--- src/inc/cbt_pkg.sv ---
// Package: register map, field layout and types for CAN bit timing
package cbt_pkg;
    // Register byte offsets
    localparam logic [7:0] CBT_OFF_PRESCALE = 8'h00; // bit_prescaler_reg
    localparam logic [7:0] CBT_OFF_SYNC = 8'h04; // bit_sync_reg
    localparam logic [7:0] CBT_OFF_CHDEF = 8'h08; // channel_definition_reg
    localparam logic [7:0] CBT_OFF_BUFCFG = 8'h0C; // buffer_config_reg
    localparam logic [7:0] CBT_OFF_STATUS = 8'h10; // Flags and bit state
    localparam logic [7:0] CBT_OFF_STAMP = 8'h14; // Captured timer value
    // Field positions
    localparam int CBT_PRE_EXT_BIT = 8; // prescale_range_ext
    localparam int CBT_CH_TSEL = 0; // timestamp_point_sel
    localparam int CBT_CH_OVW = 1; // overwrite_enable
    localparam int CBT_CH_TXPOL = 2; // tx_dominant_polarity
    localparam int CBT_CH_RXPOL = 3; // rx_dominant_polarity
    localparam int CBT_ST_NEWDATA = 0; // new_data_flag, write 1 clears
    // Reset values
    localparam logic [8:0] CBT_PRE_RST = 9'h000;
    localparam logic [15:0] CBT_SYNC_RST = 16'h0000;
    localparam logic [3:0] CBT_CHDEF_RST = 4'h0;
    localparam logic [5:0] CBT_BUFCFG_RST = 6'h00;
    // Bit length limits in quanta minus one
    localparam logic [4:0] CBT_DBT_MIN = 5'h07;
    localparam logic [4:0] CBT_DBT_MAX = 5'h18;
    // Supply clocks in one information processing time
    localparam int CBT_IPT_CLKS = 3;
    // AXI responses
    localparam logic [1:0] CBT_RESP_OKAY = 2'h0;
    localparam logic [1:0] CBT_RESP_SLVERR = 2'h2;

    // Synchronisation register layout
    typedef struct packed {
        logic [3:0] rsv;
        logic [1:0] sjw; // Jump width minus one
        logic [4:0] spt; // sample_point_field
        logic [4:0] dbt; // bit_length_field
    } cbt_sync_t;

    // Buffer configuration layout
    typedef struct packed {
        logic [2:0] owner; // buffer_owner_field
        logic [2:0] btype; // buffer_type_field
    } cbt_bufcfg_t;

    // Buffer type decode
    typedef enum logic [2:0] {
        CBT_BT_TX = 3'h0,
        CBT_BT_RX = 3'h1,
        CBT_BT_RXM0 = 3'h2,
        CBT_BT_RXM1 = 3'h3,
        CBT_BT_RXM2 = 3'h4,
        CBT_BT_RXM3 = 3'h5,
        CBT_BT_DIAG = 3'h7
    } cbt_btype_t;

    // Buffer owner codes
    localparam logic [2:0] CBT_OWN_FREE = 3'h0;
    localparam logic [2:0] CBT_OWN_CH1 = 3'h1;
    localparam logic [2:0] CBT_OWN_CH2 = 3'h2;
endpackage : cbt_pkg

--- src/core/cbt_core.sv ---
// CAN bit timing, synchronisation and channel settings with AXI4-Lite
//
// Notes on behaviour
// - Prescaler divides base clock, 2..128 or 2..256
// - Bit spans 8 to 25 quanta
// - Sync segment one quantum, starts each bit, each hard sync and each resync within jump width
// - Propagation segment 1 to 8 quanta
// - Phase segment 1 is 1 to 8 quanta
// - Phase 2 is max of phase 1, INFO_PROCESSING_TIME; here the rest of the bit, at least INFO_PROCESSING_TIME
// - Jump width 1 to 4 quanta bounds adjustment
// - INFO_PROCESSING_TIME equals three supply clock periods
// - Transmitter uses own timing, receiver follows edges
// - Idle falling edge: sync now, prop next
// - Hard sync at first change after reset or wakeup, and at each dominant edge on an idle bus
// - Resync only if previous sample recessive
// - Phase error zero, positive or negative
// - Edge within jump width: sync like hard
// - Positive beyond jump width: lengthen phase 1
// - Negative beyond jump width: shorten phase 2
// - Timestamp at end or start of frame
// - Overwrite bit decides fate of new message
// - Buffer type field encoding
// - Buffer owner field encoding
// - Quantum clock is base over 2(a+1)
// - Sample point and bit length field layout
// - Jump width is field plus one
`timescale 1ns/1ps
`default_nettype none
module cbt_core
    import cbt_pkg::*;
(
    input wire logic aclk,
    input wire logic aresetn,
    input wire logic [7:0] s_axi_awaddr,
    input wire logic s_axi_awvalid,
    output logic s_axi_awready,
    input wire logic [31:0] s_axi_wdata,
    input wire logic [3:0] s_axi_wstrb,
    input wire logic s_axi_wvalid,
    output logic s_axi_wready,
    output logic [1:0] s_axi_bresp,
    output logic s_axi_bvalid,
    input wire logic s_axi_bready,
    input wire logic [7:0] s_axi_araddr,
    input wire logic s_axi_arvalid,
    output logic s_axi_arready,
    output logic [31:0] s_axi_rdata,
    output logic [1:0] s_axi_rresp,
    output logic s_axi_rvalid,
    input wire logic s_axi_rready,
    input wire logic can_rx_pin,
    output logic can_tx_pin,
    input wire logic tx_active,
    input wire logic tx_bit,
    input wire logic bus_idle,
    input wire logic wakeup,
    input wire logic frame_sof,
    input wire logic frame_eof,
    input wire logic [15:0] timer_value,
    input wire logic msg_store,
    output logic msg_accept,
    output logic msg_discard,
    output logic bit_start,
    output logic sample_strobe,
    output logic rx_bit,
    output logic buf_is_tx,
    output logic buf_is_rx,
    output logic buf_mask_use,
    output logic [1:0] buf_mask_sel,
    output logic buf_diag,
    output logic [1:0] buf_channel
);
    // Registers
    logic [8:0] pre_r; // Prescale value and range extension
    cbt_sync_t sync_r; // Segment settings
    logic [3:0] chdef_r; // Channel definition bits
    cbt_bufcfg_t bufcfg_r; // Buffer configuration
    logic newdata_r; // New data held in buffer
    logic [15:0] stamp_r; // Captured timer value
    // Bus side
    logic aw_held_r, w_held_r; // Write halves taken
    logic [7:0] aw_addr_r; // Held write address
    logic [31:0] w_data_r; // Held write data
    logic [3:0] w_strb_r; // Held strobes
    logic wr_fire; // Both halves present
    logic nd_clear; // Software clears new data
    // Timing
    logic [7:0] div_r; // Base clock divider
    logic [7:0] div_term; // Divider terminal count
    logic tq_tick; // One pulse per quantum
    logic [4:0] q_r; // Quantum index in bit
    logic [2:0] ext_r; // Phase 1 lengthening
    logic [2:0] shr_r; // Phase 2 shortening
    logic [4:0] dbt_c; // Clamped bit length minus one
    logic [4:0] spt_c; // Sample field, kept inside the bit
    logic [4:0] seg_end; // Last quantum index
    logic [4:0] end_eff; // Adjusted last index
    logic [4:0] smp_q; // Sample quantum index
    logic [2:0] sjw_q; // Jump width in quanta
    logic [4:0] ipt_q; // INFO_PROCESSING_TIME in quanta
    logic bit_end; // Last quantum of bit
    // Receive path
    logic rx_s1_r, rx_s2_r; // Pin synchroniser
    logic rx_dom; // Level is dominant
    logic prev_dom_r; // Level at previous quantum
    logic edge_det; // Level changed this quantum
    logic hard_done_r; // Hard sync taken
    logic hard_sync; // Hard sync now
    logic resync; // Resync now
    logic pos_err, neg_err; // Error sign
    logic [4:0] err_mag; // Error size in quanta
    logic tx_pin_r; // Transmit pin flop
    logic acc_r, disc_r; // Message outcome pulses

    // Buffer type to role
    function automatic logic [1:0] cbt_role(input logic [2:0] t);
        logic [1:0] r;
        r = 2'h0;
        if (t == CBT_BT_TX) begin
            r = 2'h1;
        end else if (t >= CBT_BT_RX && t <= CBT_BT_RXM3) begin
            r = 2'h2;
        end else if (t == CBT_BT_DIAG) begin
            r = 2'h3;
        end
        return r;
    endfunction : cbt_role

    // Buffer decode outputs
    always_comb begin
        buf_is_tx = cbt_role(bufcfg_r.btype) == 2'h1;
        buf_is_rx = cbt_role(bufcfg_r.btype) == 2'h2;
        buf_diag = cbt_role(bufcfg_r.btype) == 2'h3;
        buf_mask_use = buf_is_rx && bufcfg_r.btype != CBT_BT_RX;
        buf_mask_sel = 2'(bufcfg_r.btype - CBT_BT_RXM0);
        // Free buffer or unknown owner belongs to nobody
        buf_channel = 2'h0;
        if (bufcfg_r.owner == CBT_OWN_CH1) begin
            buf_channel = 2'h1;
        end else if (bufcfg_r.owner == CBT_OWN_CH2) begin
            buf_channel = 2'h2;
        end
    end

    // Write channel: address and data taken in either order
    assign s_axi_awready = !aw_held_r && !s_axi_bvalid;
    assign s_axi_wready = !w_held_r && !s_axi_bvalid;
    assign wr_fire = aw_held_r && w_held_r;
    always_ff @(posedge aclk) begin
        if (!aresetn) begin
            aw_held_r <= 1'b0;
            w_held_r <= 1'b0;
            aw_addr_r <= 8'h00;
            w_data_r <= 32'h00000000;
            w_strb_r <= 4'h0;
            s_axi_bvalid <= 1'b0;
            s_axi_bresp <= CBT_RESP_OKAY;
        end else begin
            if (s_axi_awvalid && s_axi_awready) begin
                aw_held_r <= 1'b1;
                aw_addr_r <= s_axi_awaddr;
            end
            if (s_axi_wvalid && s_axi_wready) begin
                w_held_r <= 1'b1;
                w_data_r <= s_axi_wdata;
                w_strb_r <= s_axi_wstrb;
            end
            if (wr_fire) begin
                aw_held_r <= 1'b0;
                w_held_r <= 1'b0;
                s_axi_bvalid <= 1'b1;
                // Addresses above the timestamp register answer with slave error
                s_axi_bresp <= (aw_addr_r[7:2] > CBT_OFF_STAMP[7:2]) ?
                    CBT_RESP_SLVERR : CBT_RESP_OKAY;
            end else if (s_axi_bready) begin
                s_axi_bvalid <= 1'b0;
            end
        end
    end

    // Configuration writes, byte lanes honoured
    always_ff @(posedge aclk) begin
        if (!aresetn) begin
            pre_r <= CBT_PRE_RST;
            sync_r <= CBT_SYNC_RST;
            chdef_r <= CBT_CHDEF_RST;
            bufcfg_r <= CBT_BUFCFG_RST;
        end else if (wr_fire) begin
            unique case (aw_addr_r)
                CBT_OFF_PRESCALE: begin
                    if (w_strb_r[0]) pre_r[7:0] <= w_data_r[7:0];
                    if (w_strb_r[1]) pre_r[8] <= w_data_r[CBT_PRE_EXT_BIT];
                end
                CBT_OFF_SYNC: begin
                    if (w_strb_r[0]) sync_r[7:0] <= w_data_r[7:0];
                    if (w_strb_r[1]) sync_r[11:8] <= w_data_r[11:8];
                end
                CBT_OFF_CHDEF: begin
                    if (w_strb_r[0]) chdef_r <= w_data_r[3:0];
                end
                CBT_OFF_BUFCFG: begin
                    if (w_strb_r[0]) bufcfg_r <= w_data_r[5:0];
                end
                default: begin
                end
            endcase
        end
    end

    // Read channel: answer one cycle after address
    assign s_axi_arready = !s_axi_rvalid;
    always_ff @(posedge aclk) begin
        if (!aresetn) begin
            s_axi_rvalid <= 1'b0;
            s_axi_rdata <= 32'h00000000;
            s_axi_rresp <= CBT_RESP_OKAY;
        end else if (s_axi_arvalid && s_axi_arready) begin
            s_axi_rvalid <= 1'b1;
            s_axi_rresp <= CBT_RESP_OKAY;
            unique case (s_axi_araddr)
                CBT_OFF_PRESCALE: s_axi_rdata <= {23'h0, pre_r};
                CBT_OFF_SYNC: s_axi_rdata <= {20'h0, sync_r[11:0]};
                CBT_OFF_CHDEF: s_axi_rdata <= {28'h0, chdef_r};
                CBT_OFF_BUFCFG: s_axi_rdata <= {26'h0, bufcfg_r};
                CBT_OFF_STATUS: begin
                    s_axi_rdata <= {24'h0, q_r, rx_bit, hard_done_r,
                        newdata_r};
                end
                CBT_OFF_STAMP: s_axi_rdata <= {16'h0, stamp_r};
                default: begin
                    s_axi_rdata <= 32'h00000000;
                    s_axi_rresp <= CBT_RESP_SLVERR;
                end
            endcase
        end else if (s_axi_rready) begin
            s_axi_rvalid <= 1'b0;
        end
    end

    // Quantum clock: ratio 2(a+1), ext adds a seventh bit to a
    assign div_term = {pre_r[8] & pre_r[6], pre_r[5:0], 1'b1};
    assign tq_tick = div_r == div_term;
    always_ff @(posedge aclk) begin
        if (!aresetn) begin
            div_r <= 8'h00;
        end else begin
            div_r <= tq_tick ? 8'h00 : div_r + 8'h01;
        end
    end

    // Segment arithmetic; settings outside range are clamped
    always_comb begin
        dbt_c = sync_r.dbt;
        if (dbt_c < CBT_DBT_MIN) dbt_c = CBT_DBT_MIN;
        if (dbt_c > CBT_DBT_MAX) dbt_c = CBT_DBT_MAX;
        sjw_q = {1'b0, sync_r.sjw} + 3'h1;
        // Three supply clocks fill two quanta only at ratio two
        ipt_q = (div_term < 8'(CBT_IPT_CLKS)) ? 5'h2 : 5'h1;
        // Sample field capped so the bit never outgrows 25 quanta before phase 1 lengthening
        spt_c = sync_r.spt;
        if (spt_c > 5'(CBT_DBT_MAX - ipt_q)) spt_c = 5'(CBT_DBT_MAX - ipt_q);
        seg_end = dbt_c;
        if (spt_c + ipt_q > dbt_c) seg_end = 5'(spt_c + ipt_q);
        smp_q = 5'(spt_c + ext_r);
        end_eff = 5'(seg_end + ext_r - shr_r);
        // Also ends a bit that a settings change left beyond its end
        bit_end = q_r >= end_eff;
    end

    // Receive pin: two flops, then polarity
    always_ff @(posedge aclk) begin
        if (!aresetn) begin
            rx_s1_r <= 1'b1;
            rx_s2_r <= 1'b1;
        end else begin
            rx_s1_r <= can_rx_pin;
            rx_s2_r <= rx_s1_r;
        end
    end
    assign rx_dom = rx_s2_r == chdef_r[CBT_CH_RXPOL];

    // Edge classification against the quantum position
    always_comb begin
        edge_det = tq_tick && (rx_dom != prev_dom_r);
        // First change after reset, or idle start of frame
        hard_synch_calc: begin
            hard_sync = edge_det && (!hard_done_r ||
                (bus_idle && rx_dom));
        end
        // Transmitter keeps own timing; only after recessive sample
        resync = edge_det && !hard_sync && !tx_active &&
            rx_bit;
        pos_err = q_r != 5'h0 && q_r <= smp_q;
        neg_err = q_r > smp_q;
        err_mag = pos_err ? q_r : 5'(end_eff - q_r + 5'h1);
    end

    // Bit sequencer
    always_ff @(posedge aclk) begin
        if (!aresetn) begin
            q_r <= 5'h0;
            ext_r <= 3'h0;
            shr_r <= 3'h0;
            prev_dom_r <= 1'b0;
        end else if (tq_tick) begin
            prev_dom_r <= rx_dom;
            if (hard_sync || (resync && (pos_err || neg_err) &&
                    err_mag <= 5'(sjw_q))) begin
                // Edge quantum became sync, prop follows
                q_r <= 5'h1;
                ext_r <= 3'h0;
                shr_r <= 3'h0;
            end else begin
                if (resync && pos_err) begin
                    ext_r <= sjw_q;
                end else if (resync && neg_err) begin
                    shr_r <= sjw_q;
                end
                if (bit_end) begin
                    q_r <= 5'h0;
                    ext_r <= 3'h0;
                    shr_r <= 3'h0;
                end else begin
                    q_r <= q_r + 5'h1;
                end
            end
        end
    end

    // Hard sync is armed by reset or wakeup
    always_ff @(posedge aclk) begin
        if (!aresetn) begin
            hard_done_r <= 1'b0;
        end else if (wakeup) begin
            hard_done_r <= 1'b0;
        end else if (hard_sync) begin
            hard_done_r <= 1'b1;
        end
    end

    // Sample point and transmit pin
    assign sample_strobe = tq_tick && q_r == smp_q && !hard_sync;
    assign bit_start = tq_tick && bit_end && !hard_sync;
    assign can_tx_pin = tx_pin_r;
    always_ff @(posedge aclk) begin
        if (!aresetn) begin
            rx_bit <= 1'b1;
            tx_pin_r <= 1'b1;
        end else begin
            if (sample_strobe) rx_bit <= !rx_dom;
            // Pin changes only at our own bit boundary
            if (bit_start) begin
                tx_pin_r <= (tx_active && !tx_bit) ==
                    chdef_r[CBT_CH_TXPOL];
            end
        end
    end

    // Timestamp capture point
    always_ff @(posedge aclk) begin
        if (!aresetn) begin
            stamp_r <= 16'h0000;
        end else if (chdef_r[CBT_CH_TSEL] ? frame_eof : frame_sof) begin
            stamp_r <= timer_value;
        end
    end

    // Store or drop; hardware set beats software clear
    assign nd_clear = wr_fire && aw_addr_r == CBT_OFF_STATUS &&
        w_strb_r[0] && w_data_r[CBT_ST_NEWDATA];
    assign msg_accept = acc_r;
    assign msg_discard = disc_r;
    always_ff @(posedge aclk) begin
        if (!aresetn) begin
            newdata_r <= 1'b0;
            acc_r <= 1'b0;
            disc_r <= 1'b0;
        end else begin
            acc_r <= msg_store && (!newdata_r || chdef_r[CBT_CH_OVW]);
            disc_r <= msg_store && newdata_r && !chdef_r[CBT_CH_OVW];
            if (msg_store && (!newdata_r || chdef_r[CBT_CH_OVW])) begin
                newdata_r <= 1'b1;
            end else if (nd_clear) begin
                newdata_r <= 1'b0;
            end
        end
    end

    // Checks
    a_div_period: assert property (@(posedge aclk) disable iff (!aresetn)
        tq_tick |=> div_r == 8'h00 && !tq_tick)
        else $error("quantum divider did not wrap");
    a_hard_restart: assert property (@(posedge aclk) disable iff (!aresetn)
        tq_tick && hard_sync |=> q_r == 5'h1)
        else $error("hard sync did not restart bit");
    a_bit_wrap: assert property (@(posedge aclk) disable iff (!aresetn)
        bit_start && !resync |=> q_r == 5'h0)
        else $error("bit did not wrap to sync");
    a_bit_length: assert property (@(posedge aclk) disable iff (!aresetn)
        q_r <= 5'h1C)
        else $error("quantum index beyond bit");
    a_ipt_room: assert property (@(posedge aclk) disable iff (!aresetn)
        seg_end >= 5'(spt_c + ipt_q))
        else $error("phase 2 shorter than processing time");
    a_lengthen_p1: assert property (@(posedge aclk) disable iff (!aresetn)
        resync && pos_err && err_mag > 5'(sjw_q) |=>
        ext_r == $past(sjw_q))
        else $error("phase 1 not lengthened by jump width");
    a_shorten_p2: assert property (@(posedge aclk) disable iff (!aresetn)
        resync && neg_err && err_mag > 5'(sjw_q) && !bit_end |=>
        shr_r == $past(sjw_q))
        else $error("phase 2 not shortened by jump width");
    a_hard_once: assert property (@(posedge aclk) disable iff (!aresetn)
        hard_done_r && !wakeup |=> hard_done_r)
        else $error("hard sync rearmed without wakeup");
    a_sample_val: assert property (@(posedge aclk) disable iff (!aresetn)
        sample_strobe |=> rx_bit == !$past(rx_dom))
        else $error("sample not taken");
    a_drop_msg: assert property (@(posedge aclk) disable iff (!aresetn)
        msg_store && newdata_r && !chdef_r[CBT_CH_OVW] |=>
        msg_discard && !msg_accept)
        else $error("message not discarded");
    a_stamp_cap: assert property (@(posedge aclk) disable iff (!aresetn)
        frame_eof && chdef_r[CBT_CH_TSEL] |=>
        stamp_r == $past(timer_value))
        else $error("timestamp missed end of frame");
    a_wr_answer: assert property (@(posedge aclk) disable iff (!aresetn)
        s_axi_awvalid && s_axi_wvalid && s_axi_awready && s_axi_wready
        |=> ##1 s_axi_bvalid)
        else $error("write not answered");
endmodule : cbt_core
`default_nettype wire

--- config.mk ---
export PLATFORM = sky130hd
export DESIGN_NAME = cbt_core
export DESIGN_NICKNAME = d
export VERILOG_FILES = /design/src/inc/cbt_pkg.sv /design/src/core/cbt_core.sv
export SDC_FILE = /design/constraint.sdc
export NUM_CORES = 1
export LEC_CHECK = 0
export BUFFER_PORTS_ARGS = -buffer_cell sky130_fd_sc_hd__buf_2
export CORE_MARGIN = 10
export CORE_UTILIZATION = 50
export CTS_CLUSTER_DIAMETER = 50
export DETAILED_ROUTE_END_ITERATION = 8
export GPL_TIMING_DRIVEN = 0
export PLACE_DENSITY = 0.75
export SKIP_CTS_REPAIR_TIMING = 1
export SYNTH_ARGS = -nofsm -noshare
export SYNTH_HDL_FRONTEND = slang
export SYNTH_SLANG_ARGS = --single-unit
--- constraint.sdc ---
create_clock -name aclk -period 7.74 [get_ports aclk]
set_input_delay 1.548 -clock aclk [delete_from_list [all_inputs] [get_ports aclk]]
set_output_delay 1.548 -clock aclk [all_outputs]
set_load 0.03 [all_outputs]
== Yosys cells after proc, flatten, opt, wreduce, memory -nomap -nowiden ==
Index checks and enable logic that the tools add are counted.

* Output and inout bits: 55
* Flip-flop bits (word level): 137
* Word-level logic and storage cells: 176
* Input port bits: 83

* Bitwise gates (word level): 2
* Add/sub/neg operators: 11
* Reduce and logical (&&, ||, !) cells: 66
* Eq/ne operators: 22
* Mux-type cells: 30
* Magnitude comparators: 12

{| class="wikitable"
|+ Operator list
! cell !! number
|-
| case mux 16 bit (6 select lines) || 1
|-
| 2-to-1 mux 5 bit || 7
|-
| equality test 8 x 4 -> 1 bit (second input constant) || 4
|-
| logical AND 1 bit || 30
|-
| equality test 8 x 5 -> 1 bit (second input constant) || 3
|-
| 2-to-1 mux 3 bit || 7
|-
| AND reduction 3 bit || 7
|-
| equality test 8 x 3 -> 1 bit (second input constant) || 2
|-
| zero test 8 bit || 2
|-
| 2-to-1 mux 2 bit || 8
|-
| greater-than comparator 5 bit || 3
|-
| zero test 1 bit || 11
|-
| adder 5 x 1 -> 5 bit (second input constant) || 2
|-
| adder 5 x 3 -> 5 bit || 2
|-
| adder 8 x 1 -> 8 bit (second input constant) || 1
|-
| equality test 8 bit || 1
|-
| < comparator 8 x 2 -> 1 bit (second input constant) || 1
|-
| 2-to-1 mux 1 bit || 7
|-
| greater-than comparator 6 x 3 -> 1 bit (second input constant) || 1
|-
| nonzero test 2 bit || 3
|-
| nonzero test 3 bit || 2
|-
| OR reduction 2 bit || 3
|-
| OR reduction 6 bit || 1
|-
| adder 5 x 2 -> 5 bit || 1
|-
| 28 further kinds || 33
|}

== Logic depth before layout (Yosys ltp) ==
* Depth in word-level cells: 19
* Gate-level depth with buffers: 36
* Mapped depth without buffers: 36

== Worst setup path before layout ==
OpenSTA, ideal clock, no wires.

* Path kind: flip-flop to output port
* Start: reg pre_r[1]
* End: out bit_start
* Path slack: 0.141 ns
* Cell stages (with the launch flop): 31
* Data required time: 6.192 ns
* Arrival: 6.051 ns
* Path buffers: 0
* Path through: dfxtp_1 -> nor4_1 -> nand3_1 -> ha_1 -> nor3_1 -> o21ai_0 -> nor2_1 -> a21oi_1 -> ha_1 -> inv_1 -> fa_1 -> inv_1 -> ha_1 -> nor2b_1 -> o21ai_0 -> a21oi_1 -> a211oi_1 -> a31oi_1 -> nor2_1 -> a21oi_1 -> fa_1 -> inv_1 -> ha_1 -> a21o_1 -> a21oi_1 -> xor2_1 -> xnor2_1 -> ha_1 -> a21o_1 -> a31oi_1 -> nor2_1

* Longest elaborated chain between the ends: 13
* Elaborated cells between the ends (all ways): 17
* Those cells by class: add/sub (4); order compare (4); eq/ne (1); mux (3); reduce/logical (5)

{| class="wikitable"
|+ Ends and longest elaborated chain
! what !! RTL line !! source
|-
| from (decl) || cbt_core.sv:74 || <nowiki>logic [8:0] pre_r;</nowiki>
|-
| from (signal assigned) || cbt_core.sv:191 || <nowiki>if (w_strb_r[0]) pre_r[7:0] <= w_data_r[7:0];</nowiki>
|-
| < comparator 8 x 2 -> 1 bit || cbt_core.sv:258 || <nowiki>ipt_q = (div_term < 8'(CBT_IPT_CLKS)) ? 5'h2 : 5'h1;</nowiki>
|-
| 2-to-1 mux 2 bit || cbt_core.sv:258 ||
|-
| subtractor 4 x 3 -> 5 bit || cbt_core.sv:261 || <nowiki>if (spt_c > 5'(CBT_DBT_MAX - ipt_q)) spt_c = 5'(CBT_DBT_MAX - ipt_q);</nowiki>
|-
| greater-than comparator 5 bit || cbt_core.sv:261 ||
|-
| 2-to-1 mux 5 bit || cbt_core.sv:261 ||
|-
| adder 5 x 2 -> 5 bit || cbt_core.sv:263 || <nowiki>if (spt_c + ipt_q > dbt_c) seg_end = 5'(spt_c + ipt_q);</nowiki>
|-
| greater-than comparator 5 bit || cbt_core.sv:263 ||
|-
| 2-to-1 mux 5 bit || cbt_core.sv:263 ||
|-
| adder 5 x 3 -> 5 bit || cbt_core.sv:265 || <nowiki>end_eff = 5'(seg_end + ext_r - shr_r);</nowiki>
|-
| subtractor 5 x 3 -> 5 bit || cbt_core.sv:265 ||
|-
| greater-or-equal comparator 5 bit || cbt_core.sv:267 || <nowiki>bit_end = q_r >= end_eff;</nowiki>
|-
| logical AND 1 bit || cbt_core.sv:343 || <nowiki>assign bit_start = tq_tick && bit_end && !hard_sync;</nowiki>
|-
| logical AND 1 bit (*) || cbt_core.sv:343 ||
|-
| to (decl) || cbt_core.sv:63 || <nowiki>output logic bit_start,</nowiki>
|}

Mark *: on every way between the ends. The rest lies on a longest branch, timed or not.

== Worst setup path in the final report ==
* Start: reg pre_r[2]
* End: out bit_start

Same word-level chain as after synthesis.

==> reports/qor.txt <==
port bufs: 97
worst vdd ir: 0.000172 V
die area: 0.0175 mm^2
Mapped Cells: 752
Cell Pwr Density: 205 mW/mm^2
largest net degree at the start of global routing: 17
final period utilization: 104%
Hold Path End: rx_s2_r
Worst slew margin: 50.7%
htree depth: 4
DR DRC count: 0
max incr delay on CP: 450 ps
leakage power: 0.00354 uW
TritonCTS clock tree: done
Max Fclk: 125 MHz
final wirelength: 18100 um
Slowest-stage cell, CP: fa_1
Critical Path RT: 6190 ps
Synth Cell Area: 0.00629 mm^2
min-delay src: rx_s1_r
Yosys reg bits: 119
crit start category: register
total CTS buffers: 17
first-pass GRT wire length: 28500 um
Die Ht: 132 um
hold path depth: 1
critical path arrival: 6470 ps
Worst-path clk slew: 60 ps
Crit Path Max Fanout: 6
Final Hold Vio Count: 0
drt via density: 5.29
post-detailed-route count of antenna-violating nets: 0
share of post-route cells with drive strength above 1: 22.5%
Worst R2R Path Depth: 33
asr flop ratio synth: 0%
DRT Pass-1 Iters: 6
initial antenna violation count: 0
Setup Crit Path Kind: register to output pin
commonest non-fill, non-tap cell in the layout: nand2_1
initial DRC count: 472
placed wire-length estimate: 13400 um
RSZ-0062 raised after global routing: true
DR WL/cell: 16.8 um
vias in the first global route: 5565
Area after DPL: 0.00705 mm^2
PnR Total Power: 1620 uW
Vias: 5717
# IOs: 138
Placed Instances: 1034
Finished Layout Cells: 1080
FP Rows: 40
status: complete, but fails checks
Tmin final: 8020 ps
r2r setup slk: 390 ps
# fillers: 1047
max_cap viols: 0
most frequent cells in the layout: nand2_1, dfxtp_1, buf_2, nor2_1, a21oi_1
crit end category: output pin
final setup fails: 1
GR Overflow Total: 0
register area share after synthesis: 37.9%
Max clock buf depth: 2
Initial Utilization: 51.7%
clock root cell: clkbuf_16
Sink Count: 119
CP top delay family: adder cells
Clk Latency, worst-skew pair: 410 ps
Post-synth EDFFs: 0
Die Wd: 132 um
Buf+Inv Stages, Crit Path: 5
total track usage: 19.8%
Max Slew Vio Count: 0
Synth-to-Final Area Change: 25.7%
synth warn: 0
Post-Place Worst Slack: -709 ps
ant diodes: 0
core area: 0.0122 mm^2
post-route worst setup slack: -276 ps
reg2reg start: pre_r[2]
cell area after layout: 0.00791 mm^2
Main synth FF type: dfxtp_1
reg-to-reg endpoint: shr_r[2]
Min-Delay Path Class: register to register
synthesized area per cell: 8.37 um^2
failing checks: negative setup slack
Final #Nets: 1026
Slew @ Worst Pin: 740 ps
Clock Skew: 6.59 ps
count of cell types in the netlist: 58
GPL Wtd Cong: 0.877
per-layer routing:
layer	GRT usage [%]	share of wire (%)	vias to the layer above
met2	33.4	48	223
met5	0	0	-
met4	3.85	1.0	0
li1	-	-	2844
met3	6.17	7.7	16
met1	24.1	43	2634
cells by family after synthesis:
kind of cell / count (synthesis) / synth area share (%)
adder cells (fa/ha/maj): 44 / 9.58
buffers and inverters: 88 / 6.58
multiplexers: 38 / 6.06
other: 1 / 0.0596
flip-flops: 119 / 37.9
AND/OR/NAND/NOR: 285 / 20.8
XOR/XNOR: 27 / 3.88
AO/OA/AOI/OAI: 150 / 15.2
stage by stage:
stage	hold slack (ps)	util [%]	setup TNS (ps)
3_5_place_dp	411	58.0	-3020
2_1_floorplan	386	-	0
4_1_cts	423	63.0	-3690
5_1_grt	442	65.1	-661
6_report	423	65.1	-276
3_3_place_gp	391	58.0	-2050
cell usage after synthesis, drive strengths merged (3+ instances only):
cell,count,area (um^2)
a221oi,3,26.3
a21boi,15,113
dfxtp,119,2380
nor2b,12,75.1
and2,9,58.8
mux2i,37,370
ha,37,463
nand2b,6,37.5
nor3,9,50.1
xor2,15,139
buf,24,174
nor4,3,18.8
nor2,68,258
xnor2,12,105
o22ai,4,25.0
fa,7,140
nand2,129,484
a21oi,60,300
clkbuf,26,97.6
a22o,6,52.6
nand3,19,95.1
a21o,6,45.0
nand4,7,50.1
o21a,3,22.5
a22oi,6,45.0
o21ai,21,105
a222oi,6,60.1
and4,4,37.5
a31oi,11,83.8
inv,38,143
and3,9,56.3
flip-flops by register name (all words and copies together), names as in the netlist, 2 cells and up:
| name | count |
|---|---|
| w_data_r | 12 |
| aw_addr_r | 8 |
| bufcfg_r | 6 |
| pre_r | 9 |
| div_r | 8 |
| w_strb_r | 2 |
| s_axi_rdata | 16 |
| stamp_r | 16 |
| ext_r | 3 |
| sync_r | 12 |
| q_r | 5 |
| chdef_r | 4 |
| shr_r | 3 |
worst max path at each step:
stage	startpoint	end	slack, ps	cells past startpoint
after global placement	pre_r[1]	bit_start	-660	33
after floorplan	pre_r[1]	bit_start	140	30
after CTS	pre_r[1]	bit_start	-1150	33
final	pre_r[2]	bit_start	-280	32
after global routing	pre_r[4]	bit_start	-550	33
after detailed placement	pre_r[1]	bit_start	-710	33
cell type report:
| class | instances | area, um^2 | share of cell area (%) |
|---|---|---|---|
| clock inverter | 10 | 118 | 1.49 |
| timing repair buffer | 111 | 597 | 7.54 |
| tap | 168 | 210 | 2.66 |
| sequential | 119 | 2390 | 30.2 |
| multi-input combinational | 562 | 3690 | 46.6 |
| clock buffer | 22 | 494 | 6.25 |
| buffer | 50 | 272 | 3.43 |
| inverter | 38 | 143 | 1.80 |
where the power goes:
part | total [uW] | switching (uW) | leakage (uW) | internal (uW)
clock | 802 | 285 | 0.000302 | 517
combinational | 171 | 107 | 0.00227 | 63.4
sequential | 651 | 19.0 | 0.000971 | 632
total | 1620 | 411 | 0.00354 | 1210
Note: power is estimated with default switching activity, not from simulation.
